==> config.mk <==
export PLATFORM = sky130hd
export DESIGN_NAME = dqp_ctrl_top
export DESIGN_NICKNAME = d
export VERILOG_FILES = /design/src/logic/dqp_pkg.sv /design/src/logic/dqp_ctrl_top.sv /design/src/logic/dqp_thr_cnt.sv
export SDC_FILE = /design/constraint.sdc
export NUM_CORES = 1
export LEC_CHECK = 0
export BUFFER_PORTS_ARGS = -buffer_cell sky130_fd_sc_hd__buf_2
export CORE_MARGIN = 2
export CORE_UTILIZATION = 55
export DETAILED_ROUTE_END_ITERATION = 10
export GPL_ROUTABILITY_DRIVEN = 0
export PLACE_DENSITY_LB_ADDON = 0.2
export SYNTH_ARGS = -nofsm -noshare
export SYNTH_HDL_FRONTEND = slang
export SYNTH_SLANG_ARGS = --single-unit
==> constraint.sdc <==
create_clock -name CLK_IN -period 3.55 [get_ports CLK_IN]
set_clock_uncertainty 0.2 [all_clocks]
set_input_delay 0.71 -clock CLK_IN [delete_from_list [all_inputs] [get_ports CLK_IN]]
set_output_delay 0.71 -clock CLK_IN [all_outputs]
set_load 0.005 [all_outputs]
==> src/logic/dqp_pkg.sv <==
package dqp_pkg;

  // ****************************************************
  // register map (byte addresses)
  // ****************************************************
  localparam logic [11:0] DQP_OFS_START = 12'h2b8;
  localparam logic [11:0] DQP_OFS_WRITE = 12'h2bc;
  localparam logic [11:0] DQP_OFS_READ  = 12'h2c0;
  localparam logic [11:0] DQP_OFS_END   = 12'h2c4;
  localparam logic [11:0] DQP_OFS_CTL   = 12'h300;

  // ****************************************************
  // control fields and reset values
  // ****************************************************
  localparam int DQP_CTL_EN_POS   = 0;
  localparam int DQP_CTL_CACHE_POS = 1;
  localparam int DQP_CTL_RDY_LSB  = 2;
  localparam int DQP_CTL_FRN_LSB  = 5;
  localparam int DQP_CTL_W        = 7;
  localparam logic [6:0]  DQP_CTL_RST = 7'h02;
  localparam logic [15:0] DQP_PTR_RST = 16'h0000;
  localparam int DQP_PTR_SHIFT    = 2;

  // ****************************************************
  // free reference cache and thresholds
  // ****************************************************
  localparam logic [2:0] DQP_CACHE_BLOCK = 3'h6;
  localparam logic [2:0] DQP_ONE_REF     = 3'h1;
  localparam int DQP_THR_W = 6;

  // ****************************************************
  // bus answers
  // ****************************************************
  localparam logic [1:0] DQP_RESP_OKAY   = 2'h0;
  localparam logic [1:0] DQP_RESP_SLVERR = 2'h2;

  typedef enum logic [2:0] {
    DQP_SEL_START = 3'h0,
    DQP_SEL_WRITE = 3'h1,
    DQP_SEL_READ  = 3'h3,
    DQP_SEL_END   = 3'h2,
    DQP_SEL_CTL   = 3'h6,
    DQP_SEL_NONE  = 3'h7
  } dqp_sel_type;

  // address decode shared by read and write paths
  function automatic dqp_sel_type dqp_decode(input logic [31:0] addr);
    case (addr[11:0])
      DQP_OFS_START: dqp_decode = DQP_SEL_START;
      DQP_OFS_WRITE: dqp_decode = DQP_SEL_WRITE;
      DQP_OFS_READ:  dqp_decode = DQP_SEL_READ;
      DQP_OFS_END:   dqp_decode = DQP_SEL_END;
      DQP_OFS_CTL:   dqp_decode = DQP_SEL_CTL;
      default:       dqp_decode = DQP_SEL_NONE;
    endcase
    if (addr[31:12] != 20'h00000) begin
      dqp_decode = DQP_SEL_NONE;
    end
  endfunction

  // ready threshold code to count, reserved codes take the largest
  function automatic logic [5:0] dqp_rdy_count(input logic [2:0] code);
    case (code)
      3'h0:    dqp_rdy_count = 6'h01;
      3'h1:    dqp_rdy_count = 6'h04;
      3'h2:    dqp_rdy_count = 6'h06;
      3'h3:    dqp_rdy_count = 6'h08;
      3'h4:    dqp_rdy_count = 6'h10;
      default: dqp_rdy_count = 6'h20;
    endcase
  endfunction

  // free threshold code to count, reserved code takes the largest
  function automatic logic [5:0] dqp_frn_count(input logic [1:0] code);
    case (code)
      2'h0:    dqp_frn_count = 6'h01;
      2'h1:    dqp_frn_count = 6'h04;
      default: dqp_frn_count = 6'h08;
    endcase
  endfunction

  // byte-lane merge for the 16-bit pointer fields
  function automatic logic [15:0] merge16(input logic [15:0] old,
                                          input logic [31:0] data,
                                          input logic [3:0]  strb);
    merge16 = old;
    if (strb[0]) begin
      merge16[7:0] = data[7:0];
    end
    if (strb[1]) begin
      merge16[15:8] = data[15:8];
    end
  endfunction

  // pointer word offset to physical address
  function automatic logic [31:0] phys(input logic [15:0] fld,
                                       input logic [31:0] base);
    phys = base + {14'h0000, fld, 2'h0};
  endfunction

endpackage

==> src/logic/dqp_ctrl_top.sv <==
`timescale 1ns/1ps
// Notes on behaviour
// - start address is field times four plus base
// - write address is field times four plus base
// - read address is field times four plus base
// - end address is field times four plus base
// - any control write with a byte enable updates every bit
// - control untouched when no byte enables
// - enable lets engine take ready references
// - disabled: ready queue ignored, nothing taken
// - disabled: drain built lists, then stop
// - cache on: free writes in blocks of six
// - cache off: one free write per reference
// - ready interrupt after selected read count
// - free interrupt after selected free-write count
module dqp_ctrl_top
  import dqp_pkg::*;
(
  input  wire logic        CLK_IN,
  input  wire logic        RESETN_IN,
  input  wire logic [31:0] S_AXI_AWADDR_IN,
  input  wire logic        S_AXI_AWVALID_IN,
  output logic             S_AXI_AWREADY_OUT,
  input  wire logic [31:0] S_AXI_WDATA_IN,
  input  wire logic [3:0]  S_AXI_WSTRB_IN,
  input  wire logic        S_AXI_WVALID_IN,
  output logic             S_AXI_WREADY_OUT,
  output logic [1:0]       S_AXI_BRESP_OUT,
  output logic             S_AXI_BVALID_OUT,
  input  wire logic        S_AXI_BREADY_IN,
  input  wire logic [31:0] S_AXI_ARADDR_IN,
  input  wire logic        S_AXI_ARVALID_IN,
  output logic             S_AXI_ARREADY_OUT,
  output logic [31:0]      S_AXI_RDATA_OUT,
  output logic [1:0]       S_AXI_RRESP_OUT,
  output logic             S_AXI_RVALID_OUT,
  input  wire logic        S_AXI_RREADY_IN,
  input  wire logic [31:0] RX_QUEUE_BASE_IN,
  input  wire logic        READY_REF_TAKEN_IN,
  input  wire logic        REF_FREED_IN,
  input  wire logic        LISTS_PENDING_IN,
  output logic [31:0]      READY_START_ADDR_OUT,
  output logic [31:0]      READY_WRITE_ADDR_OUT,
  output logic [31:0]      READY_READ_ADDR_OUT,
  output logic [31:0]      READY_END_ADDR_OUT,
  output logic             READY_FETCH_EN_OUT,
  output logic             TX_LINK_ACTIVE_OUT,
  output logic             FREE_WRITE_OUT,
  output logic [2:0]       FREE_WRITE_COUNT_OUT,
  output logic             READY_IRQ_OUT,
  output logic             FREE_IRQ_OUT
);

  // ****************************************************
  // declarations
  // ****************************************************
  logic [15:0] start_ff;
  logic [15:0] wptr_ff;
  logic [15:0] rptr_ff;
  logic [15:0] eptr_ff;
  logic [6:0]  ctl_ff;
  logic        aw_got_ff;
  logic        w_got_ff;
  logic [31:0] awaddr_ff;
  logic [31:0] wdata_ff;
  logic [3:0]  wstrb_ff;
  logic        wr_do;
  dqp_sel_type wr_sel;
  dqp_sel_type rd_sel;
  logic        rd_take;
  logic [31:0] nxt_rdata;
  logic [2:0]  cache_cnt_ff;
  logic [2:0]  nxt_cache_cnt;
  logic        nxt_free_wr;
  logic [2:0]  nxt_free_cnt;
  logic        rdy_evt;
  logic        en;
  logic        cache_on;

  assign en       = ctl_ff[DQP_CTL_EN_POS];
  assign cache_on = ctl_ff[DQP_CTL_CACHE_POS];

  // ****************************************************
  // write address and data channels
  // ****************************************************
  assign wr_do  = aw_got_ff && w_got_ff && !S_AXI_BVALID_OUT;
  assign wr_sel = dqp_decode(awaddr_ff);

  // address accepted once per write, either order with data
  always_ff @(posedge CLK_IN) begin
    if (!RESETN_IN) begin
      S_AXI_AWREADY_OUT <= 1'b0;
      aw_got_ff         <= 1'b0;
      awaddr_ff         <= 32'h00000000;
    end else if (S_AXI_AWVALID_IN && S_AXI_AWREADY_OUT) begin
      S_AXI_AWREADY_OUT <= 1'b0;
      aw_got_ff         <= 1'b1;
      awaddr_ff         <= S_AXI_AWADDR_IN;
    end else begin
      S_AXI_AWREADY_OUT <= S_AXI_AWVALID_IN && !aw_got_ff &&
                           !S_AXI_BVALID_OUT;
      if (wr_do) begin
        aw_got_ff <= 1'b0;
      end
    end
  end

  // data accepted once per write
  always_ff @(posedge CLK_IN) begin
    if (!RESETN_IN) begin
      S_AXI_WREADY_OUT <= 1'b0;
      w_got_ff         <= 1'b0;
      wdata_ff         <= 32'h00000000;
      wstrb_ff         <= 4'h0;
    end else if (S_AXI_WVALID_IN && S_AXI_WREADY_OUT) begin
      S_AXI_WREADY_OUT <= 1'b0;
      w_got_ff         <= 1'b1;
      wdata_ff         <= S_AXI_WDATA_IN;
      wstrb_ff         <= S_AXI_WSTRB_IN;
    end else begin
      S_AXI_WREADY_OUT <= S_AXI_WVALID_IN && !w_got_ff &&
                          !S_AXI_BVALID_OUT;
      if (wr_do) begin
        w_got_ff <= 1'b0;
      end
    end
  end

  // write response, error for unmapped address
  always_ff @(posedge CLK_IN) begin
    if (!RESETN_IN) begin
      S_AXI_BVALID_OUT <= 1'b0;
      S_AXI_BRESP_OUT  <= DQP_RESP_OKAY;
    end else if (wr_do) begin
      S_AXI_BVALID_OUT <= 1'b1;
      S_AXI_BRESP_OUT  <= (wr_sel == DQP_SEL_NONE) ? DQP_RESP_SLVERR
                                                   : DQP_RESP_OKAY;
    end else if (S_AXI_BREADY_IN) begin
      S_AXI_BVALID_OUT <= 1'b0;
    end
  end

  // ****************************************************
  // register storage
  // ****************************************************
  always_ff @(posedge CLK_IN) begin
    if (!RESETN_IN) begin
      start_ff <= DQP_PTR_RST;
      wptr_ff  <= DQP_PTR_RST;
      rptr_ff  <= DQP_PTR_RST;
      eptr_ff  <= DQP_PTR_RST;
    end else if (wr_do) begin
      case (wr_sel)
        DQP_SEL_START: start_ff <= merge16(start_ff, wdata_ff, wstrb_ff);
        DQP_SEL_WRITE: wptr_ff  <= merge16(wptr_ff, wdata_ff, wstrb_ff);
        DQP_SEL_READ:  rptr_ff  <= merge16(rptr_ff, wdata_ff, wstrb_ff);
        DQP_SEL_END:   eptr_ff  <= merge16(eptr_ff, wdata_ff, wstrb_ff);
        default: ;
      endcase
    end
  end

  // control: whole word or nothing, no lane select
  always_ff @(posedge CLK_IN) begin
    if (!RESETN_IN) begin
      ctl_ff <= DQP_CTL_RST;
    end else if (wr_do && (wr_sel == DQP_SEL_CTL) &&
                 (wstrb_ff != 4'h0)) begin
      ctl_ff <= wdata_ff[DQP_CTL_W-1:0];
    end
  end

  // ****************************************************
  // read channel
  // ****************************************************
  assign rd_take = S_AXI_ARVALID_IN && S_AXI_ARREADY_OUT;
  assign rd_sel  = dqp_decode(S_AXI_ARADDR_IN);

  // read data mux, upper bits read as zero
  always_comb begin
    nxt_rdata = 32'h00000000;
    case (rd_sel)
      DQP_SEL_START: nxt_rdata[15:0] = start_ff;
      DQP_SEL_WRITE: nxt_rdata[15:0] = wptr_ff;
      DQP_SEL_READ:  nxt_rdata[15:0] = rptr_ff;
      DQP_SEL_END:   nxt_rdata[15:0] = eptr_ff;
      DQP_SEL_CTL:   nxt_rdata[DQP_CTL_W-1:0] = ctl_ff;
      default:       nxt_rdata = 32'h00000000;
    endcase
  end

  always_ff @(posedge CLK_IN) begin
    if (!RESETN_IN) begin
      S_AXI_ARREADY_OUT <= 1'b0;
    end else begin
      S_AXI_ARREADY_OUT <= S_AXI_ARVALID_IN && !S_AXI_ARREADY_OUT &&
                           !S_AXI_RVALID_OUT;
    end
  end

  always_ff @(posedge CLK_IN) begin
    if (!RESETN_IN) begin
      S_AXI_RVALID_OUT <= 1'b0;
      S_AXI_RDATA_OUT  <= 32'h00000000;
      S_AXI_RRESP_OUT  <= DQP_RESP_OKAY;
    end else if (rd_take) begin
      S_AXI_RVALID_OUT <= 1'b1;
      S_AXI_RDATA_OUT  <= nxt_rdata;
      S_AXI_RRESP_OUT  <= (rd_sel == DQP_SEL_NONE) ? DQP_RESP_SLVERR
                                                   : DQP_RESP_OKAY;
    end else if (S_AXI_RREADY_IN) begin
      S_AXI_RVALID_OUT <= 1'b0;
    end
  end

  // ****************************************************
  // physical queue addresses
  // ****************************************************
  // base plus word offset, one cycle late
  always_ff @(posedge CLK_IN) begin
    if (!RESETN_IN) begin
      READY_START_ADDR_OUT <= 32'h00000000;
      READY_WRITE_ADDR_OUT <= 32'h00000000;
      READY_READ_ADDR_OUT  <= 32'h00000000;
      READY_END_ADDR_OUT   <= 32'h00000000;
    end else begin
      READY_START_ADDR_OUT <= phys(start_ff, RX_QUEUE_BASE_IN);
      READY_WRITE_ADDR_OUT <= phys(wptr_ff, RX_QUEUE_BASE_IN);
      READY_READ_ADDR_OUT  <= phys(rptr_ff, RX_QUEUE_BASE_IN);
      READY_END_ADDR_OUT   <= phys(eptr_ff, RX_QUEUE_BASE_IN);
    end
  end

  // ****************************************************
  // transmit enable and link activity
  // ****************************************************
  always_ff @(posedge CLK_IN) begin
    if (!RESETN_IN) begin
      READY_FETCH_EN_OUT <= 1'b0;
      TX_LINK_ACTIVE_OUT <= 1'b0;
    end else begin
      READY_FETCH_EN_OUT <= en;
      TX_LINK_ACTIVE_OUT <= en || LISTS_PENDING_IN;
    end
  end

  // ready references counted only while enabled
  assign rdy_evt = READY_REF_TAKEN_IN && en;

  // ****************************************************
  // free reference cache
  // ****************************************************
  always_comb begin
    nxt_cache_cnt = cache_cnt_ff;
    nxt_free_wr   = 1'b0;
    nxt_free_cnt  = 3'h0;
    if (cache_on) begin
      if (REF_FREED_IN) begin
        if (cache_cnt_ff + DQP_ONE_REF == DQP_CACHE_BLOCK) begin
          nxt_free_wr   = 1'b1;
          nxt_free_cnt  = DQP_CACHE_BLOCK;
          nxt_cache_cnt = 3'h0;
        end else begin
          nxt_cache_cnt = cache_cnt_ff + DQP_ONE_REF;
        end
      end
    end else if (REF_FREED_IN) begin
      nxt_free_wr   = 1'b1;
      nxt_free_cnt  = cache_cnt_ff + DQP_ONE_REF;
      nxt_cache_cnt = 3'h0;
    end else if (cache_cnt_ff != 3'h0) begin
      nxt_free_wr   = 1'b1;                           // leftovers flushed
      nxt_free_cnt  = cache_cnt_ff;
      nxt_cache_cnt = 3'h0;
    end
  end

  always_ff @(posedge CLK_IN) begin
    if (!RESETN_IN) begin
      cache_cnt_ff         <= 3'h0;
      FREE_WRITE_OUT       <= 1'b0;
      FREE_WRITE_COUNT_OUT <= 3'h0;
    end else begin
      cache_cnt_ff         <= nxt_cache_cnt;
      FREE_WRITE_OUT       <= nxt_free_wr;
      FREE_WRITE_COUNT_OUT <= nxt_free_cnt;
    end
  end

  // ****************************************************
  // interrupt threshold counters
  // ****************************************************
  dqp_thr_cnt #(.CNT_W(DQP_THR_W)) u_rdy_cnt (
    .clk_in    (CLK_IN),
    .resetn_in (RESETN_IN),
    .evt_in    (rdy_evt),
    .thr_in    (dqp_rdy_count(ctl_ff[DQP_CTL_RDY_LSB +: 3])),
    .irq_out   (READY_IRQ_OUT)
  );
  dqp_thr_cnt #(.CNT_W(DQP_THR_W)) u_frn_cnt (
    .clk_in    (CLK_IN),
    .resetn_in (RESETN_IN),
    .evt_in    (nxt_free_wr),
    .thr_in    (dqp_frn_count(ctl_ff[DQP_CTL_FRN_LSB +: 2])),
    .irq_out   (FREE_IRQ_OUT)
  );

  // ****************************************************
  // checks
  // ****************************************************
  start_addr_a:
  assert property (@(posedge CLK_IN) disable iff (!RESETN_IN)
    READY_START_ADDR_OUT ==
      $past(RX_QUEUE_BASE_IN) + {14'h0000, $past(start_ff), 2'h0})
    else $error("start address not base plus field");
  write_addr_a:
  assert property (@(posedge CLK_IN) disable iff (!RESETN_IN)
    wr_do && wr_sel == DQP_SEL_WRITE && wstrb_ff == 4'hf
    |=> ##1 READY_WRITE_ADDR_OUT ==
        $past(RX_QUEUE_BASE_IN) + {14'h0000, $past(wdata_ff[15:0], 2),
                                   2'h0})
    else $error("write address not base plus field");
  read_addr_a:
  assert property (@(posedge CLK_IN) disable iff (!RESETN_IN)
    READY_READ_ADDR_OUT ==
      $past(RX_QUEUE_BASE_IN) + {14'h0000, $past(rptr_ff), 2'h0})
    else $error("read address not base plus field");
  end_addr_a:
  assert property (@(posedge CLK_IN) disable iff (!RESETN_IN)
    READY_END_ADDR_OUT ==
      $past(RX_QUEUE_BASE_IN) + {14'h0000, $past(eptr_ff), 2'h0})
    else $error("end address not base plus field");
  ctl_whole_a:
  assert property (@(posedge CLK_IN) disable iff (!RESETN_IN)
    wr_do && wr_sel == DQP_SEL_CTL && wstrb_ff != 4'h0
    |=> ctl_ff == $past(wdata_ff[6:0]))
    else $error("control write did not update all bits");
  ctl_nolane_a:
  assert property (@(posedge CLK_IN) disable iff (!RESETN_IN)
    wr_do && wr_sel == DQP_SEL_CTL && wstrb_ff == 4'h0
    |=> $stable(ctl_ff))
    else $error("control changed with no byte enables");
  fetch_en_a:
  assert property (@(posedge CLK_IN) disable iff (!RESETN_IN)
    $rose(en) |=> READY_FETCH_EN_OUT)
    else $error("fetch enable did not follow control");
  ready_ignored_a:
  assert property (@(posedge CLK_IN) disable iff (!RESETN_IN)
    !en |=> !READY_IRQ_OUT && !READY_FETCH_EN_OUT)
    else $error("ready queue used while disabled");
  link_drain_a:
  assert property (@(posedge CLK_IN) disable iff (!RESETN_IN)
    !en && !LISTS_PENDING_IN |=> !TX_LINK_ACTIVE_OUT)
    else $error("link active after lists used up");
  cache_block_a:
  assert property (@(posedge CLK_IN) disable iff (!RESETN_IN)
    cache_on && REF_FREED_IN && cache_cnt_ff == 3'h5
    |=> FREE_WRITE_OUT && FREE_WRITE_COUNT_OUT == 3'h6 &&
        cache_cnt_ff == 3'h0)
    else $error("cache did not write a block of six");
  single_free_a:
  assert property (@(posedge CLK_IN) disable iff (!RESETN_IN)
    !cache_on && REF_FREED_IN && cache_cnt_ff == 3'h0
    |=> FREE_WRITE_OUT && FREE_WRITE_COUNT_OUT == 3'h1)
    else $error("uncached reference not written alone");

endmodule

==> src/logic/dqp_thr_cnt.sv <==
`timescale 1ns/1ps
module dqp_thr_cnt
  import dqp_pkg::*;
#(
  parameter int CNT_W = DQP_THR_W
) (
  input  wire logic             clk_in,
  input  wire logic             resetn_in,
  input  wire logic             evt_in,
  input  wire logic [CNT_W-1:0] thr_in,
  output logic                  irq_out
);

  logic [CNT_W-1:0] cnt_ff;
  logic [CNT_W-1:0] nxt_cnt;
  logic             hit;

  initial begin
    if (CNT_W < 6) begin
      $error("dqp_thr_cnt: CNT_W must hold a count of 32");
    end
  end

  // ****************************************************
  // event counter against threshold
  // ****************************************************
  assign nxt_cnt = cnt_ff + {{(CNT_W-1){1'b0}}, 1'b1};
  assign hit     = evt_in && (nxt_cnt >= thr_in);

  always_ff @(posedge clk_in) begin
    if (!resetn_in) begin
      cnt_ff <= '0;
    end else if (hit) begin
      cnt_ff <= '0;
    end else if (evt_in) begin
      cnt_ff <= nxt_cnt;
    end
  end

  // one-cycle interrupt pulse
  always_ff @(posedge clk_in) begin
    if (!resetn_in) begin
      irq_out <= 1'b0;
    end else begin
      irq_out <= hit;
    end
  end

  thr_hit_a:
  assert property (@(posedge clk_in) disable iff (!resetn_in)
    evt_in && (nxt_cnt >= thr_in) |=> irq_out && (cnt_ff == '0))
    else $error("threshold reached without interrupt");

  thr_quiet_a:
  assert property (@(posedge clk_in) disable iff (!resetn_in)
    !evt_in |=> !irq_out && $stable(cnt_ff))
    else $error("interrupt or count moved without event");

endmodule

==> reports/qor.txt <==
#FFs+latches synth - 293
Die area - 28700 um2
GRT Total Usage - 0.265
WP data arrival - 3380 ps
Final count of negative-setup-slack endpoints - 0
H-tree depth - 1
Hold Path Class - in -> reg
Initial DRT Pass Iterations - 5
Mean Syn Cell Area - 9.04 um2
Post-cts resize count - 0
Global route overflow - 0
Antenna Nets Post-Route - 0
Crit start category - register
Fin crit share - 0.869
TritonCTS sink count - 293
CTS tree - yes
Reg2reg end - READY_START_ADDR_OUT[28]
Commonest cells post-synth - dfxtp_1, nand2_1, mux2i_1
I/O pins - 319
Synth top area cells - dfxtp_1, mux2i_1, ha_1
Setup tns final - 0 ps
Post-synth top flop - dfxtp_1
Core area - 27000 um2
Dpl hpwl - 30000 um
WHS Path Cells - 2
# DRC - 0
Final Critical Period - 3080 ps
Synth Instances - 1665
Status - complete, no violations
Max Cap Viol - 0
Register area - 5870 um2
Post-Route WL - 39100 um
Global-route wire length before repair - 61500 um
Nets - 2148
Number of global-route vias before repair - 12000
Initial DRC count - 711
Worst setup EP type - register
Hold Crit Start - LISTS_PENDING_IN
Final Hold Fails - 0
Antenna violations before repair - 1
Synth cell types - 75
Peak supply drop - 0.317 mV
CTS Buf Count - 30
RSZ-0062 raised after global routing - false
Async SR Flop Fraction - 0
Crit Path Max Fanout - 6
Most frequent cell after synthesis - dfxtp_1
Syn. warnings - 0
P&R area growth vs syn - 17.4%
Final core utilization - 0.656
Fillcell total - 2257
Die Ht - 169 um
Slew @ Worst Pin - 1020 ps
Mapped cell area - 15100 um2
R2r setup slk - 470 ps
Clock slew seen by the registers of the worst setup and hold paths - 60 ps
Slew HR - 0.318
WL/cell - 17.1 um
Pwr Density - 408 nW/um2
Post-synth EDFFs - 0
Multi-input combinational cell area - 8640 um2
Critical path type - reg -> reg
Post-CTS Setup Bufs - 0
Vias - 12700
Register area share after synthesis - 0.390
Post-cts hold buffer count - 0
Worst r2r src - start_ff[0]
FMAX - 324 MHz
Leak pwr - 7.83 nW
Vias per cell - 5.56
Worst skew pair latency - 570 ps
Worst Reg-to-Reg Cells - 10
Area post-placement - 16700 um2
Yosys top cell by area - dfxtp_1
Pin count of the biggest net entering global routing - 87
Layout cell share with drive strength beyond 1 - 0.205
Cell row count - 60
Post-synth top area share - 0.390
Hold endpoint - TX_LINK_ACTIVE_OUT
Max clock buf depth - 3
CTS root buffer - clkbuf_16
Design Area, Final - 17700 um2
Final Slew Violations - 0
Critical path data required time - 3840 ps
Initial Util - 0.559
Port Buf Inserts - 284
Width of the die - 169 um
-- where the power goes --
part / internal (W) / total (W) / switching (W)
Clock: 0.00189 / 0.00319 / 0.00130
Combinational: 0.000262 / 0.000587 / 0.000326
Sequential: 0.00339 / 0.00344 / 0.0000461
-- cells in the final DEF (no fill, tap or decap), types with 17 or more instances in the layout --
cell	n
a21boi_0	76
a21o_1	25
a21oi_1	67
and2_1	58
and3_1	21
buf_2	283
buf_4	21
clkbuf_16	30
conb_1	18
dfxtp_1	293
ha_1	78
inv_1	29
mux2i_1	116
nand2_1	211
nand2b_1	39
nand3_1	48
nor2_1	64
nor2b_1	72
nor3_1	19
o21a_1	17
o21ai_0	61
xnor2_1	31
xor2_1	27
-- sequential cells by signal (all words and copies together), names as in the netlist, 6 cells and up --
name / cells
READY_START_ADDR_OUT: 32
awaddr_ff: 32
READY_END_ADDR_OUT: 30
READY_READ_ADDR_OUT: 30
READY_WRITE_ADDR_OUT: 30
S_AXI_RDATA_OUT: 16
eptr_ff: 16
rptr_ff: 16
start_ff: 16
wdata_ff: 16
wptr_ff: 16
ctl_ff: 7
u_frn_cnt.cnt_ff: 6
u_rdy_cnt.cnt_ff: 6
-- cells by family after synthesis --
| kind of cell | count (synthesis) | share of synthesized area |
|---|---|---|
| multiplexers | 131 | 0.0883 |
| buffers and inverters | 126 | 0.0408 |
| adder cells (fa/ha/maj) | 82 | 0.0701 |
| flip-flops | 293 | 0.390 |
| other | 1 | 0.000249 |
| AND/OR/NAND/NOR | 615 | 0.214 |
| AO/OA/AOI/OAI | 359 | 0.163 |
| XOR/XNOR | 58 | 0.0337 |
-- how the worst max path moves through the flow --
| stage | startpoint | to | slack (ps) | depth (start not counted) |
|---|---|---|---|---|
| finish | start_ff[0] | READY_START_ADDR_OUT[28] | 470 | 10 |
| global route | rptr_ff[0] | READY_READ_ADDR_OUT[24] | 260 | 10 |
| CTS | wptr_ff[0] | READY_WRITE_ADDR_OUT[26] | 520 | 10 |
| detailed placement | RX_QUEUE_BASE_IN[3] | READY_READ_ADDR_OUT[26] | 50 | 10 |
| global placement | RX_QUEUE_BASE_IN[3] | READY_READ_ADDR_OUT[26] | 110 | 10 |
| floorplan | RX_QUEUE_BASE_IN[2] | READY_WRITE_ADDR_OUT[26] | 640 | 10 |
-- final cells by class --
class / count / area share
multi-input cells: 1263 / 0.489
flip-flops and latches: 293 / 0.332
repair buffers: 307 / 0.0920
clock buffers: 41 / 0.0482
well taps: 341 / 0.0241
clock inverters: 13 / 0.00871
inverters: 29 / 0.00616
diodes: 1 / 0.000142
-- routing by layer --
layer / global-route usage / vias to the layer above / share of wire
met4: 0.0784 / 0 / 0.022
li1: - / 6347 / -
met1: 0.381 / 5851 / 0.46
met2: 0.416 / 467 / 0.44
met3: 0.0350 / 62 / 0.076
met5: 0 / - / 0
-- per-stage QoR --
stage | total power [W] | instances | setup WS (ps) | hold slack [ps]
finish | 0.00722 | 2288 | 465 | 159
detailed placement | 0.00409 | 2233 | 50.9 | 231
floorplan | 0.00385 | 1682 | 636 | 209
CTS | 0.00727 | 2287 | 518 | 144
global placement | 0.00408 | 2233 | 109 | 223
global route | 0.00746 | 2288 | 258 | 149
-- critical path, stage by stage (launching register included) --
cell      delay, ps
dfxtp_1         450
ha_1            240
inv_1            60
fa_1            380
nand2b_1        180
a21oi_1         250
o211ai_1        240
a21oi_1         250
a21oi_1         230
nor3_1          320
mux2i_1         230
Power figures use the tool's default switching activity.
